`config.mk`:
```
export PLATFORM = sky130hd
export DESIGN_NAME = rxdiag_ctrl
export DESIGN_NICKNAME = d
export VERILOG_FILES = /design/src/verilog/rxdiag_pkg.sv /design/src/verilog/rxdiag_ctrl.sv
export SDC_FILE = /design/constraint.sdc
export NUM_CORES = 1
export LEC_CHECK = 0
export BUFFER_PORTS_ARGS = -buffer_cell sky130_fd_sc_hd__clkbuf_2
export CORE_ASPECT_RATIO = 1.4
export CORE_MARGIN = 10
export CORE_UTILIZATION = 53
export CTS_CLUSTER_SIZE = 30
export DETAILED_ROUTE_END_ITERATION = 10
export PLACE_DENSITY_LB_ADDON = 0.12
export SLEW_MARGIN = 5
export SYNTH_ARGS = -nofsm -noshare
export SYNTH_HDL_FRONTEND = slang
export SYNTH_SLANG_ARGS = --single-unit
```
`constraint.sdc`:
```
create_clock -name SYS_CLK -period 113 [get_ports SYS_CLK]
set_clock_uncertainty 0.1 [all_clocks]
set_input_delay 11.3 -clock SYS_CLK [delete_from_list [all_inputs] [get_ports SYS_CLK]]
set_output_delay 11.3 -clock SYS_CLK [all_outputs]
set_load 0.03 [all_outputs]
```
`src/verilog/rxdiag_pkg.sv`:
```
package rxdiag_pkg;

  // ****************************************************************
  // Test output and analog route selections
  // ****************************************************************
  localparam logic [1:0] TCOMB_OFF     = 2'h0;
  localparam logic [1:0] TCOMB_IQ      = 2'h1;
  localparam logic [1:0] TCOMB_TXRX    = 2'h2;
  localparam logic [1:0] TCOMB_RXEN    = 2'h3;
  localparam logic [1:0] ANAOUT_OFF    = 2'h0;
  localparam logic [1:0] ANAOUT_IQ     = 2'h1;
  localparam logic [1:0] ANAOUT_MIXDC  = 2'h2;

  // ****************************************************************
  // Readout pages
  // ****************************************************************
  localparam logic [3:0] RSSI_PAGE_LOG = 4'h6;
  localparam logic [1:0] CONV_PAGE_ADC = 2'h0;

  // ****************************************************************
  // Converter sources
  // ****************************************************************
  localparam logic [3:0] MSEL_MIX_I    = 4'h1;
  localparam logic [3:0] MSEL_MIX_Q    = 4'h2;
  localparam logic [3:0] MSEL_EXT_DET  = 4'h3;
  localparam logic [3:0] MSEL_OSC_LVL  = 4'h4;
  localparam logic [3:0] MSEL_VEXT     = 4'h7;
  localparam logic [3:0] MSEL_VDD_B    = 4'h8;
  localparam logic [3:0] MSEL_VEXT_PA  = 4'h9;
  localparam logic [3:0] MSEL_VDD_PA   = 4'hA;
  localparam logic [3:0] MSEL_LIN_I    = 4'hB;
  localparam logic [3:0] MSEL_LIN_Q    = 4'hC;

  // ****************************************************************
  // Timing
  // ****************************************************************
  localparam int CLK_PERIOD_NS  = 8;
  localparam int CONV_TIME_NS   = 20000;
  localparam int CONV_CYCLES    = CONV_TIME_NS / CLK_PERIOD_NS;
  localparam logic [7:0] RESULT_RESET = 8'h00;

  // ****************************************************************
  // Carriers
  // ****************************************************************
  typedef struct packed {
    logic [7:0] pilot;
    logic [7:0] data;
    logic [7:0] peak;
  } rxdiag_rssi_s;

  typedef struct packed {
    logic [11:0] first_cross;
    logic [11:0] cross_len;
    logic [11:0] first_viol;
  } rxdiag_time_s;

  typedef enum logic [2:0] {
    ST_IDLE = 3'b001,
    ST_CONV = 3'b010,
    ST_DONE = 3'b100
  } rxdiag_conv_e;

endpackage

```
`src/verilog/rxdiag_ctrl.sv`:
```
`timescale 1ns/1ns
module rxdiag_ctrl #(
  parameter int CONV_CYC = rxdiag_pkg::CONV_CYCLES
) (
  input  wire logic                       SYS_CLK,
  input  wire logic                       RST_B,
  input  wire logic [1:0]                 TEST_COMB,
  input  wire logic [1:0]                 ANALOG_OUT_SEL,
  input  wire logic                       DIRECT_MODE,
  input  wire logic                       DIRECT_OUT_SEL,
  input  wire logic [3:0]                 RSSI_READOUT_PAGE,
  input  wire logic [1:0]                 CONVERTER_READOUT_PAGE,
  input  wire logic [3:0]                 MEAS_SOURCE,
  input  wire logic [3:0]                 COLLISION_THRESHOLD,
  input  wire logic                       CMD_CONVERT,
  input  wire logic                       CMD_MON_ENABLE,
  input  wire logic                       CMD_MON_DISABLE,
  input  wire logic                       RX_ENABLE_PIN,
  input  wire logic                       RX_ACTIVE,
  input  wire logic                       TX_START,
  input  wire logic                       RX_SECOND_BYTE,
  input  wire logic                       RX_BIT_STROBE,
  input  wire logic                       RX_PILOT_END,
  input  wire logic                       RX_DATA_START,
  input  wire logic                       RX_END,
  input  wire logic                       RX_PROTO_ERROR,
  input  wire logic                       DIG_I,
  input  wire logic                       DIG_Q,
  input  wire logic                       TX_MOD,
  input  wire logic                       RX_SEL_Q,
  input  wire logic                       DEC_DATA,
  input  wire logic                       DEC_CLK,
  input  wire logic [3:0]                 RSSI_ENV,
  input  wire logic [3:0]                 LOG_RSSI_I,
  input  wire logic [3:0]                 LOG_RSSI_Q,
  input  wire logic [7:0]                 SAMPLE_IN,
  input  wire logic [7:0]                 LIN_MIN,
  input  wire logic [7:0]                 LIN_MAX,
  input  wire logic                       PHASE_IN,
  output logic [1:0]                      DIG_TEST_OUT,
  output logic [1:0]                      ANALOG_TEST_ROUTE,
  output logic                            TEST_OUT_DRIVE_DIGITAL,
  output logic                            CONV_PIN_OUT,
  output logic                            CONV_PIN_OE,
  output logic                            DATA_OUT_PIN,
  output logic                            IRQ_PIN,
  output logic                            RX_START,
  output logic [3:0]                      SAMPLE_SEL,
  output logic                            SAMPLE_HOLD,
  output logic [7:0]                      CONV_RESULT,
  output logic                            CONV_BUSY,
  output logic                            CMD_DONE_IRQ,
  output logic [7:0]                      RSSI_READOUT,
  output logic                            PHASE_STATUS,
  output logic                            PHASE_VALID,
  output logic                            MON_ENABLED,
  output logic                            COLLISION_FLAG,
  output rxdiag_pkg::rxdiag_rssi_s        MON_RSSI,
  output rxdiag_pkg::rxdiag_time_s        MON_TIME
);

  // ****************************************************************
  // Pin synchronisers
  // ****************************************************************
  logic [1:0] rxen_sync_q;
  logic       rxen_prev_q;

  always_ff @(posedge SYS_CLK) begin
    if (!RST_B) begin
      rxen_sync_q <= 2'h0;
      rxen_prev_q <= 1'b0;
    end else begin
      rxen_sync_q <= {rxen_sync_q[0], RX_ENABLE_PIN};
      rxen_prev_q <= rxen_sync_q[1];
    end
  end

  // ****************************************************************
  // Test output and direct mode routing
  // ****************************************************************
  always_ff @(posedge SYS_CLK) begin
    if (!RST_B) begin
      DIG_TEST_OUT           <= 2'h0;
      ANALOG_TEST_ROUTE      <= 2'h0;
      TEST_OUT_DRIVE_DIGITAL <= 1'b0;
      CONV_PIN_OUT           <= 1'b0;
      CONV_PIN_OE            <= 1'b0;
      DATA_OUT_PIN           <= 1'b0;
      IRQ_PIN                <= 1'b0;
      RX_START               <= 1'b0;
    end else begin
      DIG_TEST_OUT           <= 2'h0;
      TEST_OUT_DRIVE_DIGITAL <= 1'b0;
      ANALOG_TEST_ROUTE      <= ANALOG_OUT_SEL;
      unique case (TEST_COMB)
        rxdiag_pkg::TCOMB_IQ: begin
          DIG_TEST_OUT           <= {DIG_Q, DIG_I};
          TEST_OUT_DRIVE_DIGITAL <= 1'b1;
          ANALOG_TEST_ROUTE      <= rxdiag_pkg::ANAOUT_OFF;
        end
        rxdiag_pkg::TCOMB_TXRX: begin
          DIG_TEST_OUT           <= {(RX_SEL_Q ? DIG_Q : DIG_I), TX_MOD};
          TEST_OUT_DRIVE_DIGITAL <= 1'b1;
          ANALOG_TEST_ROUTE      <= rxdiag_pkg::ANAOUT_OFF;
        end
        default: begin
        end
      endcase
      // Analog field 01 gives I/Q, 10 gives mixer DC levels; the analog switch uses it unless TCOMB_IQ or TCOMB_TXRX forces ANAOUT_OFF.
      CONV_PIN_OE  <= (TEST_COMB == rxdiag_pkg::TCOMB_RXEN);
      CONV_PIN_OUT <= (TEST_COMB == rxdiag_pkg::TCOMB_RXEN) && RX_ACTIVE;
      RX_START     <= DIRECT_MODE && rxen_sync_q[1] && !rxen_prev_q;
      if (DIRECT_MODE && !DIRECT_OUT_SEL) begin
        DATA_OUT_PIN <= DEC_DATA;
        IRQ_PIN      <= DEC_CLK;
      end else if (DIRECT_MODE) begin
        DATA_OUT_PIN <= DIG_I;
        IRQ_PIN      <= DIG_Q;
      end else begin
        DATA_OUT_PIN <= 1'b0;
        IRQ_PIN      <= 1'b0;
      end
    end
  end

  // ****************************************************************
  // Converter
  // ****************************************************************
  rxdiag_pkg::rxdiag_conv_e state_q;
  logic [15:0]              conv_cnt_q;
  logic                     lin_src;

  // Linear samples span LIN_MIN..LIN_MAX and are stretched to +-127.
  function automatic logic [7:0] to_sign_mag(input logic [7:0] v, input logic lin,
                                             input logic [7:0] lo, input logic [7:0] hi);
    logic [16:0] num;
    logic [8:0]  span;
    logic [8:0]  scaled;
    num    = 17'h0_0000;
    span   = 9'h000;
    scaled = 9'h000;
    if (lin) begin
      span = (hi > lo) ? {1'b0, hi - lo} : 9'h001;
      num  = (v > lo) ? {9'h000, v - lo} * 17'h0_00FE : 17'h0_0000;
      scaled = (v >= hi) ? 9'h0FE : 9'(num / {8'h00, span});
      return (scaled >= 9'h07F) ? {1'b1, 7'(scaled - 9'h07F)}
                                : {1'b0, 7'(9'h07F - scaled)};
    end
    return v[7] ? {1'b1, v[6:0]} : {1'b0, 7'(~v[6:0] + 7'h01)};
  endfunction

  assign lin_src    = (MEAS_SOURCE == rxdiag_pkg::MSEL_LIN_I) ||
                      (MEAS_SOURCE == rxdiag_pkg::MSEL_LIN_Q);
  assign SAMPLE_SEL = MEAS_SOURCE;
  assign CONV_BUSY  = (state_q == rxdiag_pkg::ST_CONV);

  always_ff @(posedge SYS_CLK) begin
    if (!RST_B) begin
      state_q      <= rxdiag_pkg::ST_IDLE;
      conv_cnt_q   <= 16'h0000;
      CONV_RESULT  <= rxdiag_pkg::RESULT_RESET;
      CMD_DONE_IRQ <= 1'b0;
    end else begin
      CMD_DONE_IRQ <= 1'b0;
      if (CMD_CONVERT) begin
        state_q    <= rxdiag_pkg::ST_CONV;
        conv_cnt_q <= 16'h0000;
      end else begin
        unique case (state_q)
          rxdiag_pkg::ST_CONV: begin
            conv_cnt_q <= conv_cnt_q + 16'h0001;
            if (conv_cnt_q == 16'(CONV_CYC - 1)) begin
              state_q     <= rxdiag_pkg::ST_DONE;
              CONV_RESULT <= to_sign_mag(SAMPLE_IN, lin_src, LIN_MIN, LIN_MAX);
            end
          end
          rxdiag_pkg::ST_DONE: begin
            CMD_DONE_IRQ <= 1'b1;
            state_q      <= rxdiag_pkg::ST_IDLE;
          end
          default: state_q <= rxdiag_pkg::ST_IDLE;
        endcase
      end
    end
  end

  // ****************************************************************
  // Logarithmic RSSI and phase bit
  // ****************************************************************
  logic [7:0] log_rssi_q;

  always_ff @(posedge SYS_CLK) begin
    if (!RST_B) begin
      log_rssi_q   <= 8'h00;
      PHASE_STATUS <= 1'b0;
      PHASE_VALID  <= 1'b0;
      SAMPLE_HOLD  <= 1'b0;
    end else begin
      if (TX_START) begin
        log_rssi_q <= 8'h00;
      end else if (RX_SECOND_BYTE) begin
        log_rssi_q <= {LOG_RSSI_Q, LOG_RSSI_I};
      end
      SAMPLE_HOLD <= RX_PILOT_END;
      if (RX_PILOT_END) begin
        PHASE_STATUS <= PHASE_IN;
        PHASE_VALID  <= 1'b1;
      end else if (RX_END) begin
        PHASE_VALID  <= 1'b0;
      end
    end
  end

  // The page compare lets other pages read zero, since they belong elsewhere.
  assign RSSI_READOUT = (RSSI_READOUT_PAGE == rxdiag_pkg::RSSI_PAGE_LOG) ? log_rssi_q
                                                                       : 8'h00;

  // ****************************************************************
  // Interrogator collision monitor
  // ****************************************************************
  logic [11:0] bit_cnt_q;
  logic        above;
  logic        crossed_q;
  logic        viol_seen_q;
  logic        in_pkt_q;

  assign above = RSSI_ENV > COLLISION_THRESHOLD;

  always_ff @(posedge SYS_CLK) begin
    if (!RST_B) begin
      MON_ENABLED <= 1'b0;
    end else if (CMD_MON_DISABLE) begin
      MON_ENABLED <= 1'b0;
    end else if (CMD_MON_ENABLE) begin
      MON_ENABLED <= 1'b1;
    end
  end

  always_ff @(posedge SYS_CLK) begin
    if (!RST_B || CMD_MON_DISABLE) begin
      COLLISION_FLAG <= 1'b0;
      MON_RSSI       <= '0;
      MON_TIME       <= '0;
      bit_cnt_q      <= 12'h000;
      crossed_q      <= 1'b0;
      viol_seen_q    <= 1'b0;
      in_pkt_q       <= 1'b0;
    end else if (MON_ENABLED) begin
      if (TX_START) begin
        in_pkt_q    <= 1'b1;
        bit_cnt_q   <= 12'h000;
        crossed_q   <= 1'b0;
        viol_seen_q <= 1'b0;
      end else if (RX_END) begin
        in_pkt_q <= 1'b0;
      end
      if (in_pkt_q && RX_BIT_STROBE) begin
        bit_cnt_q <= bit_cnt_q + 12'h001;
        if (above) begin
          COLLISION_FLAG <= 1'b1;
          MON_TIME.cross_len <= MON_TIME.cross_len + 12'h001;
          if (!crossed_q) begin
            crossed_q <= 1'b1;
            MON_TIME.first_cross <= bit_cnt_q;
          end
        end
      end
      if (in_pkt_q && RX_PROTO_ERROR && !viol_seen_q) begin
        viol_seen_q <= 1'b1;
        MON_TIME.first_viol <= bit_cnt_q;
      end
      if (in_pkt_q && RX_PILOT_END) begin
        MON_RSSI.pilot <= {4'h0, RSSI_ENV};
      end
      if (in_pkt_q && RX_DATA_START) begin
        MON_RSSI.data <= {4'h0, RSSI_ENV};
      end
      if (in_pkt_q && ({4'h0, RSSI_ENV} > MON_RSSI.peak)) begin
        MON_RSSI.peak <= {4'h0, RSSI_ENV};
      end
    end
  end

endmodule

```
======== Word-level counts from Yosys, hierarchy flattened ========
Index checks and enable logic that the tools add are counted.
storage, ports and cells
  input bits .............................. 77
  register bits ........................... 117
  output and inout port bits .............. 97
cells by class
  multiplexer cells ....................... 35
  div/mod/pow operators ................... 1
  $add $sub $neg .......................... 8
  bitwise operators ....................... 5
  order comparisons ....................... 6
  equal/unequal tests ..................... 10
  multipliers ............................. 1
  reductions and logical operators ........ 36
operators by type and width
  cell                                                                                  count
  8-bit two-way mux                                                                     6
  12-bit by 1-bit adder with 12-bit output (second input constant)                      2
  12-bit two-way mux                                                                    2
  1-bit two-way mux                                                                     21
  17-bit by 9-bit divider with 17-bit output                                            1
  16-bit by 1-bit adder with 16-bit output (second input constant)                      1
  16-bit by 12-bit equality test with 1-bit output (second input constant)              1
  8-bit greater-than comparator                                                         2
  16-bit two-way mux                                                                    1
  8-bit subtractor                                                                      2
  8-bit by 7-bit multiplier with 15-bit output (second input constant)                  1
  2-bit AND reduction                                                                   7
  1-bit logical AND                                                                     10
  9-bit by 7-bit greater-or-equal comparator with 1-bit output (second input constant)  1
  9-bit two-way mux                                                                     1
  4-bit equality test (second input constant)                                           2
  8-bit greater-or-equal comparator                                                     1
  4-bit greater-than comparator                                                         2
  2-bit nonzero test                                                                    4
  2-bit OR reduction                                                                    4
  7-bit by 1-bit adder with 7-bit output (second input constant)                        1
  7-bit NOT                                                                             1
  7-bit subtractor (first input constant)                                               1
  7-bit subtractor (second input constant)                                              1
  other kinds (14)                                                                      26

======== Longest topological paths before layout ========
  depth after elaboration ................. 9
  gate-level depth with buffers ........... 204

======== Least setup slack after synthesis ========
OpenSTA, ideal clock, no wires.
  path kind ............................... input to register
  start ................................... in SAMPLE_IN[0]
  end ..................................... reg CONV_RESULT[3]
  data required time ...................... 112.804 ns
  arrival time ............................ 47.385 ns
  setup slack ............................. 65.419 ns
  path buffers ............................ 9
  stages on the path ...................... 187
  library setup time ...................... 0.096 ns
  cell sequence ........................... inv_1 ha_1 inv_1 fa_1 a21o_1 a21o_1 xnor2_1 xnor2_1 xnor2_1 fa_1 inv_1 fa_1 fa_1 inv_1 ha_1 o21a_1 o31a_1 o31a_1 [... 151 more ...] o21ai_0 nand2b_1 a21oi_1 o21ai_0 a21o_1 a21o_1 a211o_1 a211oi_2 and4b_1 buf_6 nor2b_1 ha_1 nand2_1 o21ai_1 and3_1 nand2_1 o31ai_1 o41ai_2
on the way
  word-level cells in the longest chain between the ends .. 9
ends and longest elaborated chain
  item                                                                                        line                RTL
  start, declared                                                                             rxdiag_ctrl.sv:36   input wire logic [7:0] SAMPLE_IN,
  8-bit subtractor                                                                            rxdiag_ctrl.sv:144  num = (v > lo) ? {9'h000, v - lo} * 17'h0_00FE : 17'h0_0000;
  8-bit by 7-bit multiplier with 15-bit output                                                rxdiag_ctrl.sv:144
  16-bit two-way mux                                                                          rxdiag_ctrl.sv:144
  17-bit by 9-bit divider with 17-bit output                                                  rxdiag_ctrl.sv:145  scaled = (v >= hi) ? 9'h0FE : 9'(num / {8'h00, span});
  9-bit two-way mux                                                                           rxdiag_ctrl.sv:145
  9-bit by 7-bit greater-or-equal comparator with 1-bit output, or another cell as far along  rxdiag_ctrl.sv:146  return (scaled >= 9'h07F) ? {1'b1, 7'(scaled - 9'h07F)}
  8-bit two-way mux                                                                           rxdiag_ctrl.sv:146
  8-bit two-way mux                                                                           rxdiag_ctrl.sv:142  if (lin) begin
  8-bit two-way mux *                                                                         rxdiag_ctrl.sv:149  return v[7] ? {1'b1, v[6:0]} : {1'b0, 7'(~v[6:0] + 7'h01)};
  end signal, assigned                                                                        rxdiag_ctrl.sv:161  CONV_RESULT <= rxdiag_pkg::RESULT_RESET;
  end signal, assigned                                                                        rxdiag_ctrl.sv:174  CONV_RESULT <= to_sign_mag(SAMPLE_IN, lin_src, LIN_MIN, LIN_MAX);
  end, declared                                                                               rxdiag_ctrl.sv:50   output logic [7:0] CONV_RESULT,
Mark *: on every way between the ends. The rest lies on a longest branch, timed or not. The select of a mux whose other input is x is not followed.
A chain may end at the register's enable or synchronous reset.

======== Worst setup path in the final report ========
Same ends and word-level chain as after synthesis.

==> flow_metrics.tcl <==
set metrics [dict create \
    cts_resized 0 \
    synth_edf_count 0 \
    cts_made_buffers 25 \
    cts.root.buffer_cell "clkbuf_16" \
    final_hold_viol_count 0 \
    avgSynthCellArea_sq_um 7.82 \
    port_buffers 159 \
    drcViolationCount 0 \
    dieArea_sq_um 33500 \
    setup_viol 0 \
    yosysMostFrequentCell "ha_1" \
    ioPinCount 174 \
    cts.sinks 117 \
    core_area_sq_um 26100 \
    synth-main-ff-cell "dfxtp_1" \
    synthCells 1797 \
    yosysWarningCount 0 \
    syn_area_sq_um 14100 \
    vias 13500 \
    dr.pass1.iters 5 \
    cts_max_path_buffers 3 \
    grt_overflow_total 0 \
    tns_ps 0 \
    critPathLaunchType "primary input" \
    period_share 0.476 \
    drive_gt1_frac 0.150 \
    ys_types 107 \
    max_clock_freq_mhz 18.6 \
    synth_top_cell_area_share 0.167 \
    worstMarginPinSlew_ps 1110 \
    wl_per_cell_microns 16.7 \
    die_h_microns 213 \
    start_util 0.539 \
    syn_to_final_growth_pct 12.0 \
    nets 2220 \
    status "finished clean" \
    ys_ff_latch 117 \
    fp.dieW_microns 158 \
    netlist.top_cell.by_area "dfxtp_1" \
    slew_headroom 0.263 \
    dp_hpwl_microns 31000 \
    synth.area.top_cells "dfxtp_1, ha_1, nor2_1, nand2_1, a21oi_1" \
    final_core_util 0.603 \
    yosysSeqAreaShare 0.167 \
    fillCellCount 2444 \
    insertion_delay_ps 450 \
    crit_fanout 30 \
    finalMaxSlewViolations 0 \
    crit_path_max_incr_delay_ps 820 \
    htree_num_levels 4 \
    worstSetupPathType "primary input to flip-flop" \
    hp-class "flip-flop to flip-flop" \
    grt_pass1_vias 13400 \
    slowest_stage "nor2_1" \
    rsz0062_at_grt "false" \
    worstPathRequired_ps 113240 \
    r2r_start "conv_cnt_q[5]" \
    antenna_found_initial 0 \
    arrival_ps 54010 \
    drt_wl_total_microns 37900 \
    cts_tree "built" \
    min_from "rxen_prev_q" \
    viasPerCell 5.92 \
    diodes 0 \
    synthTopCellsByCount "ha_1, nor2_1, nand2_1" \
    grt_max_degree 57 \
    grt_pass1_wl_microns 63000 \
    async_reset_ff_frac 0 \
    gp_congestion 0.934 \
    worstSetupEndpointType "flip-flop" \
    max_cap_viol_count 0 \
    cts_hold_buf 0 \
    startpoint "SAMPLE_IN[0]" \
    track_usage 0.221 \
    crit_path_frequent_cell "o21a_1" \
    drt-initial-drc-count 586 \
    post-cts-setup-buffer-count 0 \
    path_clk_slew_ps 50 \
    antenna_left 0 \
    placementRows 70 \
    finalCriticalPeriod_ps 53770 \
]
-- registers in the layout, indices dropped and copies added (netlist names), 2 cells and up --
name and count:
log_rssi_q 8, conv_cnt_q 16, ANALOG_TEST_ROUTE 2, CONV_RESULT 8, rxen_sync_q 2, DIG_TEST_OUT 2, MON_RSSI 12, bit_cnt_q 12
MON_TIME 36, state_q 3
-- per-stage QoR --
stage	hold WS [ps]	setup slack (ps)	std cells	area (sq um)
floorplan	273	65420	1809	14100
global placement	277	59620	2239	15000
detailed placement	293	59120	2239	15000
CTS	313	59410	2272	15700
global route	322	55760	2272	15700
finish	308	59230	2272	15700
-- path summary, 6_finish.rpt --
path	to	slack, ps	depth (start not counted)
max	CONV_RESULT[3]	59230	179
min	RX_START	310	1
max reg2reg	CONV_RESULT[5]	110430	9
min reg2reg	RX_START	310	1
-- critical path, delay by kind of cell --
kind            cells  cell delay (ps)
mux                 2              740
simple gates       50            11030
buf+inv             9              810
xor+xnor            3             1230
fa+ha+maj          23             7610
compound gates     92            21160
-- cell type report --
type                       count  area, sq um  share of cell area
multi-input combinational   1536        11100               0.703
sequential                   117         2340               0.149
timing repair buffer         163          826              0.0525
clock buffer                  31          688              0.0437
tap                          324          405              0.0258
inverter                      99          372              0.0236
clock inverter                 2         35.0             0.00223
-- kinds of logic (layout without fill, tap and decap cells) --
family	after synthesis	count (layout)	share of synthesized area
simple gates	660	660	0.232
compound gates	487	487	0.245
fa+ha+maj	203	203	0.189
buf+inv	156	295	0.0493
flops	117	117	0.167
xor+xnor	104	104	0.0653
mux	69	69	0.0521
other cells	1	13	0.000267
-- metal layers --
layer,vias to the layer above,share of wire,track usage
met5,-,0,0
met1,6197,0.41,0.246
li1,6855,-,-
met2,333,0.51,0.415
met4,0,0.033,0.0882
met3,72,0.048,0.0230
-- placed cells by master (no fill, tap or decap), drive strengths merged, types with 53 or more instances in the layout --
master  synthesis  routed
a21oi         113     113
o21ai          89      89
dfxtp         117     117
inv            99      99
o21a           66      66
clkbuf         26     190
nor2          181     181
xnor2          53      53
nand2         160     160
ha            184     184
nor3           72      72
Power is left out: the tool's default activity adds up to more than one toggle a clock period on the data nets, which glitch-free logic cannot reach.
